--- src/sas_pkg.sv ---
/*
 * Shared constants for the successive-approximation converter sequencer:
 * register offsets, field positions, reset values, modes and phase lengths.
 * Assumes a 16-bit register port with a 4-bit word address.
 */
package sas_pkg;

   // Register port geometry.
   localparam int unsigned ADDR_W = 4;
   localparam int unsigned DATA_W = 16;

   // Register offsets (word addresses).
   localparam logic [3:0] OFS_CTRL = 4'h0;
   localparam logic [3:0] OFS_RANGE = 4'h1;
   localparam logic [3:0] OFS_CMD = 4'h2;
   localparam logic [3:0] OFS_STATUS = 4'h3;
   localparam logic [3:0] OFS_INT_STAT = 4'h4;
   localparam logic [3:0] OFS_INT_MASK = 4'h5;
   localparam logic [3:0] OFS_RESULT = 4'h6;

   // Control register fields.
   localparam int unsigned CTRL_MODE_LSB = 0;
   localparam int unsigned CTRL_TRIG_LSB = 2;
   localparam int unsigned CTRL_RES10 = 4;
   localparam int unsigned CTRL_SMP_LSB = 5;
   localparam int unsigned CTRL_CMP_LSB = 7;
   localparam int unsigned CTRL_SVC = 9;
   localparam int unsigned CTRL_USED_W = 10;

   // Range, command, status, interrupt and result fields.
   localparam int unsigned RANGE_START_LSB = 0;
   localparam int unsigned RANGE_END_LSB = 4;
   localparam int unsigned CMD_START = 0;
   localparam int unsigned CMD_STOP = 1;
   localparam int unsigned STATUS_BUSY = 0;
   localparam int unsigned STATUS_SAMPLING = 1;
   localparam int unsigned STATUS_CHAN_LSB = 4;
   localparam int unsigned STATUS_AUTO_PEND = 8;
   localparam int unsigned INT_DONE = 0;
   localparam int unsigned INT_SEQ_END = 1;
   localparam int unsigned INT_W = 2;
   localparam int unsigned RESULT_CHAN_LSB = 12;

   // Reset values.
   localparam logic [CTRL_USED_W-1:0] CTRL_RST = 10'h000;
   localparam logic [2:0] RANGE_START_RST = 3'h0;
   localparam logic [2:0] RANGE_END_RST = 3'h7;
   localparam logic [INT_W-1:0] INT_MASK_RST = 2'h0;

   // Channel and result geometry.
   localparam int unsigned CHAN_W = 3;
   localparam int unsigned RES_W = 10;
   localparam int unsigned CNT_W = 12;
   localparam logic [RES_W-1:0] SAR_MSB = 10'h200;
   localparam logic [RES_W-1:0] SAR_LSB10 = 10'h001;
   localparam logic [RES_W-1:0] SAR_LSB8 = 10'h004;
   localparam int unsigned STEPS_8 = 8;
   localparam int unsigned STEPS_10 = 10;

   // Sampling and compare phase lengths in machine cycles.
   localparam int unsigned SMP_CYC_0 = 64;
   localparam int unsigned SMP_CYC_1 = 128;
   localparam int unsigned SMP_CYC_2 = 4096;
   localparam int unsigned CMP_CYC_0 = 44;
   localparam int unsigned CMP_CYC_1 = 99;
   localparam int unsigned CMP_CYC_2 = 176;

   // Length of one approximation step, compare phase shared evenly by the steps.
   localparam int unsigned STEP_CYC_0_8 = CMP_CYC_0 / STEPS_8;
   localparam int unsigned STEP_CYC_0_10 = CMP_CYC_0 / STEPS_10;
   localparam int unsigned STEP_CYC_1_8 = CMP_CYC_1 / STEPS_8;
   localparam int unsigned STEP_CYC_1_10 = CMP_CYC_1 / STEPS_10;
   localparam int unsigned STEP_CYC_2_8 = CMP_CYC_2 / STEPS_8;
   localparam int unsigned STEP_CYC_2_10 = CMP_CYC_2 / STEPS_10;

   // Conversion modes; code 3 is illegal and behaves as single-shot.
   typedef enum logic [1:0] {
      MODE_SINGLE = 2'h0,
      MODE_CONT = 2'h1,
      MODE_INCR = 2'h2
   } sas_mode_t;

   // Trigger sources; code 3 never starts a conversion.
   localparam logic [1:0] TRIG_SW = 2'h0;
   localparam logic [1:0] TRIG_TIMER = 2'h1;
   localparam logic [1:0] TRIG_EXT = 2'h2;

   // Sequencer states, one-hot.
   typedef enum logic [2:0] {
      ST_IDLE = 3'h1,
      ST_SAMPLE = 3'h2,
      ST_COMPARE = 3'h4
   } sas_state_t;

endpackage : sas_pkg

--- src/sas_sync3.sv ---
/*
 * Three-stage synchroniser with agreement filter for pin inputs.
 * Assumes inputs are asynchronous to clk_sys; the output changes only
 * when the second and third stages agree.
 */
`timescale 1ns/10ps
module sas_sync3 #(
   parameter int unsigned W = 1,
   parameter logic [W-1:0] RST_VAL = '0
) (
   // Clock and reset.
   input wire logic clk_sys,
   input wire logic sys_rst,
   // Raw pins and filtered levels.
   input wire logic [W-1:0] async_in,
   output logic [W-1:0] level_out
);

   logic [W-1:0] s1_reg;   // First stage, read only by the second stage.
   logic [W-1:0] s2_reg;   // Second stage.
   logic [W-1:0] s3_reg;   // Third stage.
   logic [W-1:0] hold_reg; // Last agreed level.
   logic [W-1:0] hold_next;

   // An agreed level passes straight through, so the filter adds no extra cycle.
   always_comb begin
      hold_next = (s2_reg & ~(s2_reg ^ s3_reg)) | (hold_reg & (s2_reg ^ s3_reg));
   end

   assign level_out = hold_next;

   // All stages reset to the idle level so no false edge follows reset.
   always_ff @(posedge clk_sys) begin
      if (sys_rst) begin
         s1_reg <= RST_VAL;
         s2_reg <= RST_VAL;
         s3_reg <= RST_VAL;
         hold_reg <= RST_VAL;
      end else begin
         s1_reg <= async_in;
         s2_reg <= s1_reg;
         s3_reg <= s2_reg;
         hold_reg <= hold_next;
      end
   end

endmodule : sas_sync3

--- src/sas_sar_adc_sequencer.sv ---
/*
 * Sequencer and successive-approximation control for an eight-input converter.
 * Assumes an external sample-and-hold, a trial-code array and a comparator whose
 * output is high while the held input is at or above the trial code.
 */
`timescale 1ns/10ps

// Behaviour
// - Sampling lasts 64, 128 or 4096 cycles
// - Compare lasts 44, 99 or 176 cycles
// - Compare starts only after sampling ends
// - One result bit decided per comparator step
// - Resolution selects 8 or 10 steps
// - Exactly one of eight channels connected while converting
// - Enabled interrupt on each completion
// - Completion may request automatic transfer service instead
// - Start by software, timer or falling pin
// - Single-shot converts start to end, stops
// - Continuous wraps to start without trigger
// - Incremental converts one channel per trigger
// - Incremental wraps from end to start
module sas_sar_adc_sequencer
   import sas_pkg::*;
(
   // Clock and reset.
   input wire logic clk_sys,
   input wire logic sys_rst,
   // Register port.
   input wire logic [ADDR_W-1:0] reg_addr,
   input wire logic [DATA_W-1:0] reg_wdata,
   input wire logic reg_wr,
   input wire logic reg_rd,
   output logic [DATA_W-1:0] reg_rdata,
   // Conversion triggers.
   input wire logic timer_trig,
   input wire logic ext_trig_pin,
   // Analog front end.
   output logic [CHAN_W-1:0] ana_chan_sel,
   output logic ana_chan_connect,
   output logic ana_sample,
   output logic [RES_W-1:0] ana_trial_code,
   input wire logic ana_cmp_pin,
   // Completion requests.
   output logic irq,
   output logic auto_transfer_service_req,
   input wire logic auto_transfer_service_ack
);

   // Sequencer state.
   sas_state_t state_reg, state_next;
   logic [CNT_W-1:0] phase_cnt_reg, phase_cnt_next;   // Cycles left in the phase.
   logic [CNT_W-1:0] step_cnt_reg, step_cnt_next;     // Cycles left in the step.
   logic [RES_W-1:0] bit_mask_reg, bit_mask_next;     // Bit under test, one-hot.
   logic [RES_W-1:0] trial_reg, trial_next;           // Trial code to the array.
   logic [CHAN_W-1:0] chan_reg, chan_next;            // Current or next channel.
   logic [RES_W-1:0] result_reg, result_next;         // Last finished result.
   logic [CHAN_W-1:0] res_chan_reg, res_chan_next;    // Channel of that result.
   logic ext_lvl_reg;                                 // Previous filtered pin level.

   // Register state.
   logic [CTRL_USED_W-1:0] ctrl_reg, ctrl_next;
   logic [CHAN_W-1:0] start_reg, start_next;
   logic [CHAN_W-1:0] end_reg, end_next;
   logic [INT_W-1:0] int_stat_reg, int_stat_next;
   logic [INT_W-1:0] int_mask_reg, int_mask_next;
   logic auto_pend_reg, auto_pend_next;
   logic [DATA_W-1:0] rdata_reg, rdata_next;

   // Decoded control fields and events.
   sas_mode_t mode;
   logic [1:0] trig_src;
   logic res10;
   logic svc_sel;
   logic [CNT_W-1:0] smp_last;
   logic [CNT_W-1:0] cmp_last;
   logic [CNT_W-1:0] step_last;
   logic [RES_W-1:0] lsb_mask;
   logic cmd_start;
   logic cmd_stop;
   logic trig_fire;
   logic ext_fall;
   logic done_pulse;
   logic seq_end_pulse;
   logic [1:0] sync_lvl;
   logic ext_lvl;
   logic cmp_lvl;

   // Both pins come from outside the clock domain; trigger idles high.
   sas_sync3 #(
      .W(2),
      .RST_VAL(2'h1)
   ) u_sync (
      .clk_sys(clk_sys),
      .sys_rst(sys_rst),
      .async_in({ana_cmp_pin, ext_trig_pin}),
      .level_out(sync_lvl)
   );

   assign ext_lvl = sync_lvl[0];
   assign cmp_lvl = sync_lvl[1];

   // Field decode and phase length lookup.
   always_comb begin
      mode = sas_mode_t'(ctrl_reg[CTRL_MODE_LSB +: 2]);
      trig_src = ctrl_reg[CTRL_TRIG_LSB +: 2];
      res10 = ctrl_reg[CTRL_RES10];
      svc_sel = ctrl_reg[CTRL_SVC];
      lsb_mask = res10 ? SAR_LSB10 : SAR_LSB8;
      // Sampling length, code 3 falls back to the longest setting.
      unique case (ctrl_reg[CTRL_SMP_LSB +: 2])
         2'h0: smp_last = CNT_W'(SMP_CYC_0 - 1);
         2'h1: smp_last = CNT_W'(SMP_CYC_1 - 1);
         default: smp_last = CNT_W'(SMP_CYC_2 - 1);
      endcase
      // Compare length and the matching step length for the resolution.
      unique case (ctrl_reg[CTRL_CMP_LSB +: 2])
         2'h0: begin
            cmp_last = CNT_W'(CMP_CYC_0 - 1);
            step_last = res10 ? CNT_W'(STEP_CYC_0_10 - 1) : CNT_W'(STEP_CYC_0_8 - 1);
         end
         2'h1: begin
            cmp_last = CNT_W'(CMP_CYC_1 - 1);
            step_last = res10 ? CNT_W'(STEP_CYC_1_10 - 1) : CNT_W'(STEP_CYC_1_8 - 1);
         end
         default: begin
            cmp_last = CNT_W'(CMP_CYC_2 - 1);
            step_last = res10 ? CNT_W'(STEP_CYC_2_10 - 1) : CNT_W'(STEP_CYC_2_8 - 1);
         end
      endcase
   end

   // Command strobes and the trigger selected by software.
   always_comb begin
      cmd_start = reg_wr && (reg_addr == OFS_CMD) && reg_wdata[CMD_START];
      cmd_stop = reg_wr && (reg_addr == OFS_CMD) && reg_wdata[CMD_STOP];
      ext_fall = ext_lvl_reg && !ext_lvl;
      unique case (trig_src)
         TRIG_SW: trig_fire = cmd_start;
         TRIG_TIMER: trig_fire = timer_trig;
         TRIG_EXT: trig_fire = ext_fall;
         default: trig_fire = 1'b0;
      endcase
   end

   // Sequencer next state. Triggers arriving while busy are ignored, since the
   // front end has a single sampler and a second conversion cannot overlap.
   always_comb begin
      state_next = state_reg;
      phase_cnt_next = phase_cnt_reg;
      step_cnt_next = step_cnt_reg;
      bit_mask_next = bit_mask_reg;
      trial_next = trial_reg;
      chan_next = chan_reg;
      result_next = result_reg;
      res_chan_next = res_chan_reg;
      done_pulse = 1'b0;
      seq_end_pulse = 1'b0;
      unique case (state_reg)
         ST_IDLE: begin
            // A new range while idle repositions the channel pointer.
            if (reg_wr && (reg_addr == OFS_RANGE)) begin
               chan_next = reg_wdata[RANGE_START_LSB +: CHAN_W];
            end
            if (trig_fire && !cmd_stop) begin
               // Incremental mode keeps its pointer; other modes restart the range.
               if (mode != MODE_INCR) begin
                  chan_next = start_reg;
               end
               state_next = ST_SAMPLE;
               phase_cnt_next = smp_last;
            end
         end
         ST_SAMPLE: begin
            if (phase_cnt_reg == '0) begin
               // Compare begins on the cycle after the last sampling cycle.
               state_next = ST_COMPARE;
               phase_cnt_next = cmp_last;
               step_cnt_next = step_last;
               bit_mask_next = SAR_MSB;
               trial_next = SAR_MSB;
            end else begin
               phase_cnt_next = phase_cnt_reg - CNT_W'(1);
            end
         end
         ST_COMPARE: begin
            phase_cnt_next = phase_cnt_reg - CNT_W'(1);
            if (bit_mask_reg != '0) begin
               if (step_cnt_reg == '0) begin
                  // Keep the bit when the input is at or above the trial code.
                  trial_next = cmp_lvl ? trial_reg : (trial_reg & ~bit_mask_reg);
                  bit_mask_next = (bit_mask_reg == lsb_mask) ? '0 : (bit_mask_reg >> 1);
                  trial_next = trial_next | bit_mask_next;
                  step_cnt_next = step_last;
               end else begin
                  step_cnt_next = step_cnt_reg - CNT_W'(1);
               end
            end
            if (phase_cnt_reg == '0) begin
               // The final step may end on this very cycle, so use trial_next.
               result_next = res10 ? trial_next : {2'h0, trial_next[RES_W-1:2]};
               res_chan_next = chan_reg;
               done_pulse = 1'b1;
               chan_next = (chan_reg == end_reg) ? start_reg : (chan_reg + CHAN_W'(1));
               unique case (mode)
                  MODE_CONT: begin
                     state_next = ST_SAMPLE;
                     phase_cnt_next = smp_last;
                     seq_end_pulse = (chan_reg == end_reg);
                  end
                  MODE_INCR: begin
                     state_next = ST_IDLE;
                     seq_end_pulse = (chan_reg == end_reg);
                  end
                  default: begin
                     seq_end_pulse = (chan_reg == end_reg);
                     if (chan_reg == end_reg) begin
                        state_next = ST_IDLE;
                        chan_next = start_reg;
                     end else begin
                        state_next = ST_SAMPLE;
                        phase_cnt_next = smp_last;
                     end
                  end
               endcase
            end
         end
      endcase
      // Stop wins over everything, including a completion in the same cycle.
      if (cmd_stop) begin
         state_next = ST_IDLE;
         done_pulse = 1'b0;
         seq_end_pulse = 1'b0;
         result_next = result_reg;
         res_chan_next = res_chan_reg;
         bit_mask_next = '0;
         if (state_reg != ST_IDLE) begin
            chan_next = chan_reg;
         end
      end
   end

   // Register file next values. Hardware sets win over software clears.
   always_comb begin
      ctrl_next = ctrl_reg;
      start_next = start_reg;
      end_next = end_reg;
      int_mask_next = int_mask_reg;
      int_stat_next = int_stat_reg;
      rdata_next = '0;
      if (reg_wr) begin
         unique case (reg_addr)
            OFS_CTRL: ctrl_next = reg_wdata[CTRL_USED_W-1:0];
            OFS_RANGE: begin
               start_next = reg_wdata[RANGE_START_LSB +: CHAN_W];
               end_next = reg_wdata[RANGE_END_LSB +: CHAN_W];
            end
            OFS_INT_STAT: int_stat_next = int_stat_reg & ~reg_wdata[INT_W-1:0];
            OFS_INT_MASK: int_mask_next = reg_wdata[INT_W-1:0];
            default: ;
         endcase
      end
      // Completion goes to the interrupt path or to the transfer service.
      int_stat_next[INT_DONE] = int_stat_next[INT_DONE] | (done_pulse && !svc_sel);
      int_stat_next[INT_SEQ_END] = int_stat_next[INT_SEQ_END] | seq_end_pulse;
      auto_pend_next = (auto_pend_reg && !auto_transfer_service_ack)
                       || (done_pulse && svc_sel);
      // Read data appear one cycle after the strobe; unmapped reads return zero.
      if (reg_rd) begin
         unique case (reg_addr)
            OFS_CTRL: rdata_next[CTRL_USED_W-1:0] = ctrl_reg;
            OFS_RANGE: begin
               rdata_next[RANGE_START_LSB +: CHAN_W] = start_reg;
               rdata_next[RANGE_END_LSB +: CHAN_W] = end_reg;
            end
            OFS_STATUS: begin
               rdata_next[STATUS_BUSY] = (state_reg != ST_IDLE);
               rdata_next[STATUS_SAMPLING] = (state_reg == ST_SAMPLE);
               rdata_next[STATUS_CHAN_LSB +: CHAN_W] = chan_reg;
               rdata_next[STATUS_AUTO_PEND] = auto_pend_reg;
            end
            OFS_INT_STAT: rdata_next[INT_W-1:0] = int_stat_reg;
            OFS_INT_MASK: rdata_next[INT_W-1:0] = int_mask_reg;
            OFS_RESULT: begin
               rdata_next[RES_W-1:0] = result_reg;
               rdata_next[RESULT_CHAN_LSB +: CHAN_W] = res_chan_reg;
            end
            default: ;
         endcase
      end
   end

   // State registers.
   always_ff @(posedge clk_sys) begin
      if (sys_rst) begin
         state_reg <= ST_IDLE;
         phase_cnt_reg <= '0;
         step_cnt_reg <= '0;
         bit_mask_reg <= '0;
         trial_reg <= '0;
         chan_reg <= RANGE_START_RST;
         result_reg <= '0;
         res_chan_reg <= '0;
         ext_lvl_reg <= 1'b1;
         ctrl_reg <= CTRL_RST;
         start_reg <= RANGE_START_RST;
         end_reg <= RANGE_END_RST;
         int_stat_reg <= '0;
         int_mask_reg <= INT_MASK_RST;
         auto_pend_reg <= 1'b0;
         rdata_reg <= '0;
      end else begin
         state_reg <= state_next;
         phase_cnt_reg <= phase_cnt_next;
         step_cnt_reg <= step_cnt_next;
         bit_mask_reg <= bit_mask_next;
         trial_reg <= trial_next;
         chan_reg <= chan_next;
         result_reg <= result_next;
         res_chan_reg <= res_chan_next;
         ext_lvl_reg <= ext_lvl;
         ctrl_reg <= ctrl_next;
         start_reg <= start_next;
         end_reg <= end_next;
         int_stat_reg <= int_stat_next;
         int_mask_reg <= int_mask_next;
         auto_pend_reg <= auto_pend_next;
         rdata_reg <= rdata_next;
      end
   end

   // Only one channel is ever routed, and only while a conversion runs.
   assign ana_chan_sel = chan_reg;
   assign ana_chan_connect = (state_reg != ST_IDLE);
   assign ana_sample = (state_reg == ST_SAMPLE);
   assign ana_trial_code = trial_reg;
   assign reg_rdata = rdata_reg;
   assign irq = |(int_stat_reg & int_mask_reg);
   assign auto_transfer_service_req = auto_pend_reg;

endmodule : sas_sar_adc_sequencer

--- config.mk ---
export PLATFORM = sky130hd
export DESIGN_NAME = sas_sar_adc_sequencer
export DESIGN_NICKNAME = d
export VERILOG_FILES = /design/src/sas_pkg.sv /design/src/sas_sync3.sv /design/src/sas_sar_adc_sequencer.sv
export SDC_FILE = /design/constraint.sdc
export NUM_CORES = 1
export LEC_CHECK = 0
export BUFFER_PORTS_ARGS = -buffer_cell sky130_fd_sc_hd__buf_4
export CORE_ASPECT_RATIO = 1.4
export CORE_UTILIZATION = 63
export CTS_CLUSTER_SIZE = 25
export DETAILED_ROUTE_END_ITERATION = 8
export PLACE_DENSITY_LB_ADDON = 0.1
export SETUP_SLACK_MARGIN = 0.15
export SKIP_CTS_REPAIR_TIMING = 1
export SYNTH_ARGS = -nofsm -noshare
export SYNTH_HDL_FRONTEND = slang
export SYNTH_HIERARCHICAL = 1
export SYNTH_SLANG_ARGS = --single-unit
--- constraint.sdc ---
create_clock -name clk_sys -period 5.9 [get_ports clk_sys]
set_clock_uncertainty 0.05 [all_clocks]
set_input_delay 0.295 -clock clk_sys [delete_from_list [all_inputs] [get_ports clk_sys]]
set_output_delay 0.295 -clock clk_sys [all_outputs]
set_load 0.1 [all_outputs]
### Word level (Yosys, flattened, before mapping)

Index checks and enable logic that the tools add are counted.

* input bits: 28
* bits in registers: 109
* word-level logic and storage cells: 160
* output and inout bits: 33

* add/sub/neg operators: 3
* equal/unequal tests: 25
* mux-type cells: 59
* reduce and logical (&&, ||, !) cells: 35
* bitwise logic cells: 16

Operators with widths (count)
* 12-bit two-way mux: 7
* 12-bit one-hot mux with 2 select lines: 3
* 10-bit two-way mux: 7
* 3-bit two-way mux: 15
* 10-bit one-hot mux with 2 select lines: 2
* 12-bit one-hot mux with 3 select lines: 1
* 12-bit logical NOT: 2
* 12-bit by 1-bit subtractor with 12-bit output, second input constant: 2
* 8-bit one-hot mux with 2 select lines: 1
* 4-bit by 3-bit == test with 1-bit output, second input constant: 3
* 2-bit inequality test, second input constant: 6
* 2-bit one-hot mux with 6 select lines: 1
* 3-bit one-hot mux with 4 select lines: 1
* 10-bit AND: 1
* 10-bit by 3-bit == test with 1-bit output: 1
* 10-bit inverter: 1
* 10-bit by 9-bit bitwise OR with 10-bit output: 1
* 5-bit one-hot mux with 2 select lines: 1
* 10-bit nonzero test: 1
* 1-bit logical AND: 9
* 9-bit two-way mux: 1
* 1-bit one-hot mux with 3 select lines: 3
* 3-bit one-hot mux with 3 select lines: 1
* 3-bit AND reduction: 3
* other kinds (31): 64

### Depth between registers and ports, before layout

* depth in word-level cells: 12
* mapped depth: 10
* gate-level depth less buffers: 8

### Cells and area by module

Netlist, hierarchy kept.

Modules (own cells, without submodules)
* sas_sar_adc_sequencer: seq. area each 1961.9 um^2, area each 5121.2 um^2, instances 1, cells an instance 640
* sas_sync3: seq. area each 160.2 um^2, area each 231.5 um^2, instances 1, cells an instance 18

### Worst setup path before layout

Ideal clock, no wire load.

* kind: register -> register
* start point: register state_reg[2]
* end point: register bit_mask_reg[6]
* stages on the path, launching flop included: 11
* buffers on the path: 2
* period minus slack after synthesis: 2.527 ns
* required time: 5.721 ns
* setup slack: 3.373 ns
* arrival: 2.348 ns
* library setup time: 0.129 ns
* path through: dfxtp_1 -> nand2b_1 -> nand2b_4 -> inv_1 -> nand4_1 -> buf_2 -> o21ai_2 -> nand2_2 -> clkbuf_1 -> nand3_1 -> o21ai_0

* longest elaborated chain between the ends: 3
* elaborated cells between the ends (all ways): 8
* those cells by class: eq/ne (5); mux (1); reduce/logical (2)

RTL lines
* start: declaration: RTL line sas_sar_adc_sequencer.sv:50 `sas_state_t state_reg, state_next;`
* start signal: assignment: RTL line sas_sar_adc_sequencer.sv:312 `state_reg <= state_next;`
* 3-bit by 2-bit == test with 1-bit output *
* net ana_sample: RTL line sas_sar_adc_sequencer.sv:40 `output logic ana_sample,`
* 2-bit by 1-bit inequality test with 1-bit output (no line) / 2-bit nonzero test (equally long branches)
* 4-bit AND reduction (no line)
* end signal: assignment: RTL line sas_sar_adc_sequencer.sv:315 `bit_mask_reg <= bit_mask_next;`
* end: declaration: RTL line sas_sar_adc_sequencer.sv:53 `logic [RES_W-1:0] bit_mask_reg, bit_mask_next;`

The timed path passes the listed nets; every way through them passes the cells marked *.
A chain may end at the register's enable or synchronous reset.

### Worst setup path in the final report

* start point: register phase_cnt_reg[0]
* end point: register bit_mask_reg[1]

* longest elaborated chain between the ends: 3

RTL lines
* start: declaration: RTL line sas_sar_adc_sequencer.sv:51 `logic [CNT_W-1:0] phase_cnt_reg, phase_cnt_next;`
* start signal: assignment: RTL line sas_sar_adc_sequencer.sv:313 `phase_cnt_reg <= phase_cnt_next;`
* 12-bit logical NOT: RTL line sas_sar_adc_sequencer.sv:174 `if (phase_cnt_reg == '0) begin`
* 2-bit by 1-bit inequality test with 1-bit output (no line)
* 4-bit AND reduction (no line)

Every way passes these cells.

==> flow_summary_export.csv <==
group,metric,value,unit
status,outcome,"complete, no violations",
floorplan,start_util,0.653,
sta,rsz0062_at_grt,"no",
clock_tree,cts_max_level,3,
global_route,antenna_found_initial,0,
global_route,grt_pass1_wl,23100,um
route,num_vias,5195,
synth,ys.flop_type,"dfxtp_1",
route,wl,14400,um
synth,synth_edf_count,0,
synth,ys_warn_count,6,
clock_tree,clockBufferDepth,2,
sta,finalMaxSlewViolations,0,
critical_path,critPathArrivalTime,2.97,ns
floorplan,num_rows,39,
synth,syn_inst,658,
layout,fillers,657,
place,gp_congestion,0.924,
sta,timing.final.ws_setup,3.13,ns
global_route,top_usage_layer,"met2",
synth,synth_seq_area_share,0.396,
clock_tree,clk_root_buffer_cell,"clkbuf_16",
layout,n_antenna_cell,0,
route,wire_per_inst,18.3,um
layout,largest_reg_flops,13,
sta,finalHoldViolations,0,
run,cap_violations,0,
floorplan,io_pins,61,
place,place_area,5700,sq um
layout,layout.nets,718,
layout,syn_to_final_growth,12.3,%
clock_tree,path_clk_slew,0.07,ns
synth,synth.most_common_cell,"dfxtp_1",
sta,tightest_slew,1.09,ns
sta,period_minus_slack,2.77,ns
sta,post-route-period-util,0.470,
sta,max_freq,0.361,GHz
global_route,gr-usage-met2,0.556,
worst_hold_path,worst_hold_path_type,"in -> reg",
clock_tree,cts_sinks,106,
place,dpl.hpwl,10100,um
global_route,grt_usage,0.335,
sta,maxSlewHeadroom,0.271,
synth,synth_area_leaders,"dfxtp_1 40%, nand3_1 5.0%, a21oi_1 4.8%, nand2_1 4.5%, nor2_1 4.3%",
route,drc,0,
floorplan,die_y,111,um
global_route,grt.overflow.total,0,
layout,fin_area,6010,sq um
floorplan,die_w,79.9,um
route,via_per_inst,6.58,
layout,drive_gt1_frac,0.137,
synth,syn-cell-area,5350,sq um
clock_tree,cts_buffers,9,
clock_tree,clock_latency,0.35,ns
power,powerDensity,285,nW/um^2
clock_tree,cts_tree,"yes",
power,leakage,0.00219,uW
critical_path,path_max_fanout,19,
critical_path,cp_data_required_time,6.10,ns
route,first_pass_iters,8,
synth,ys_types,77,
synth,async_reset_ff_frac,0,
power,peakVddDrop,266,uV
synth,yosys.area.top_type_share,0.396,
global_route,grt_max_degree,62,
floorplan,die_area,8870,sq um
route,drtIter0Drc,463,
global_route,use_met3,0.0584,
place,pre_cts_ws,3.22,ns
critical_path,path_class,"reg -> reg",
synth,yosys.area.top_type,"dfxtp_1",
sta,setup_violations,0,
place,io_buffers,51,
synth,synth.avg_cell_area,8.13,sq um
global_route,grt_use_met1,0.409,
route,antenna_left,0,
floorplan,core-area,8200,sq um
synth,synth_common_cells,"106 x dfxtp_1, 64 x nand2_1, 62 x nor2_1, 54 x nand3_1, 51 x a21oi_1",
critical_path,critPathCaptureType,"register",
global_route,grt_pass1_vias,4773,
critical_path,startpoint_type,"register",
sta,setup_tns,0,ns
synth,synth-seq-cells,106,
-- worst paths after layout --
path,slack [ns],startpoint,end,depth (start not counted)
setup / recovery,3.13,phase_cnt_reg[0],bit_mask_reg[1],7
hold reg to reg,0.40,u_sync/s1_reg[1],u_sync/s2_reg[1],1
hold / removal,0.07,ext_trig_pin,u_sync/s1_reg[0],2
setup reg to reg,3.13,phase_cnt_reg[0],bit_mask_reg[1],7
-- critical path: stages (launching register included) --
cell     delay, ns
dfxtp_1       0.32
inv_1         0.12
ha_1          0.16
nor4b_2       0.31
nand4_1       0.58
o21ai_2       0.40
nand2_2       0.29
o41ai_1       0.42
-- report_power, final --
group          total (uW)  switching, uW  internal (uW)
logic                 315            214            101
registers             770           32.5            738
clock network         625            288            337
total                1710            534           1180
-- layout make-up --
cell class,count,area [sq um],area share
timing repair buffer,53,398,0.0662
clock buffer,9,225,0.0375
multi-input combinational,500,3000,0.499
sequential,106,2120,0.353
inverter,13,48.8,0.00812
tap,102,128,0.0212
clock inverter,7,87.6,0.0146
-- kinds of logic after synthesis --
group / after synthesis / share of synthesized area
xor+xnor: 17 / 0.0278
compound gates: 181 / 0.219
buf+inv: 54 / 0.0442
flops: 106 / 0.396
other cells: 1 / 0.000701
mux: 6 / 0.0138
simple gates: 284 / 0.277
fa+ha+maj: 9 / 0.0203
-- layer usage --
metal	share of wire	routed length [um]
met3	0.068	979
met4	0.039	562
met1	0.40	5820
met5	0	0
met2	0.49	7080
-- stage by stage --
stage | total power [uW] | utilization | cells | hold slack [ns]
final | 1710 | 0.733 | 790 | 0.0715
after global placement | 1080 | 0.695 | 774 | 0.369
after global routing | 1770 | 0.733 | 790 | 0.0716
after floorplan | 1020 | - | 660 | 0.317
after CTS | 1710 | 0.733 | 790 | 0.0731
after detailed placement | 1090 | 0.695 | 774 | 0.384
-- placed cells by master, fill, tap and decap left out, drive strengths merged, types with 7 or more instances in the layout --
cell and count:
a31oi 8, o21a 7, buf 53, nor3 24
nand2 65, nor4 8, o221ai 7, a22oi 11
inv 15, o21ai 46, dfxtp 106, xnor2 17
nand3 57, and2 13, nor2b 14, a21oi 51
clkbuf 9, nor2 62, ha 7
(Power assumes the default switching activity.)
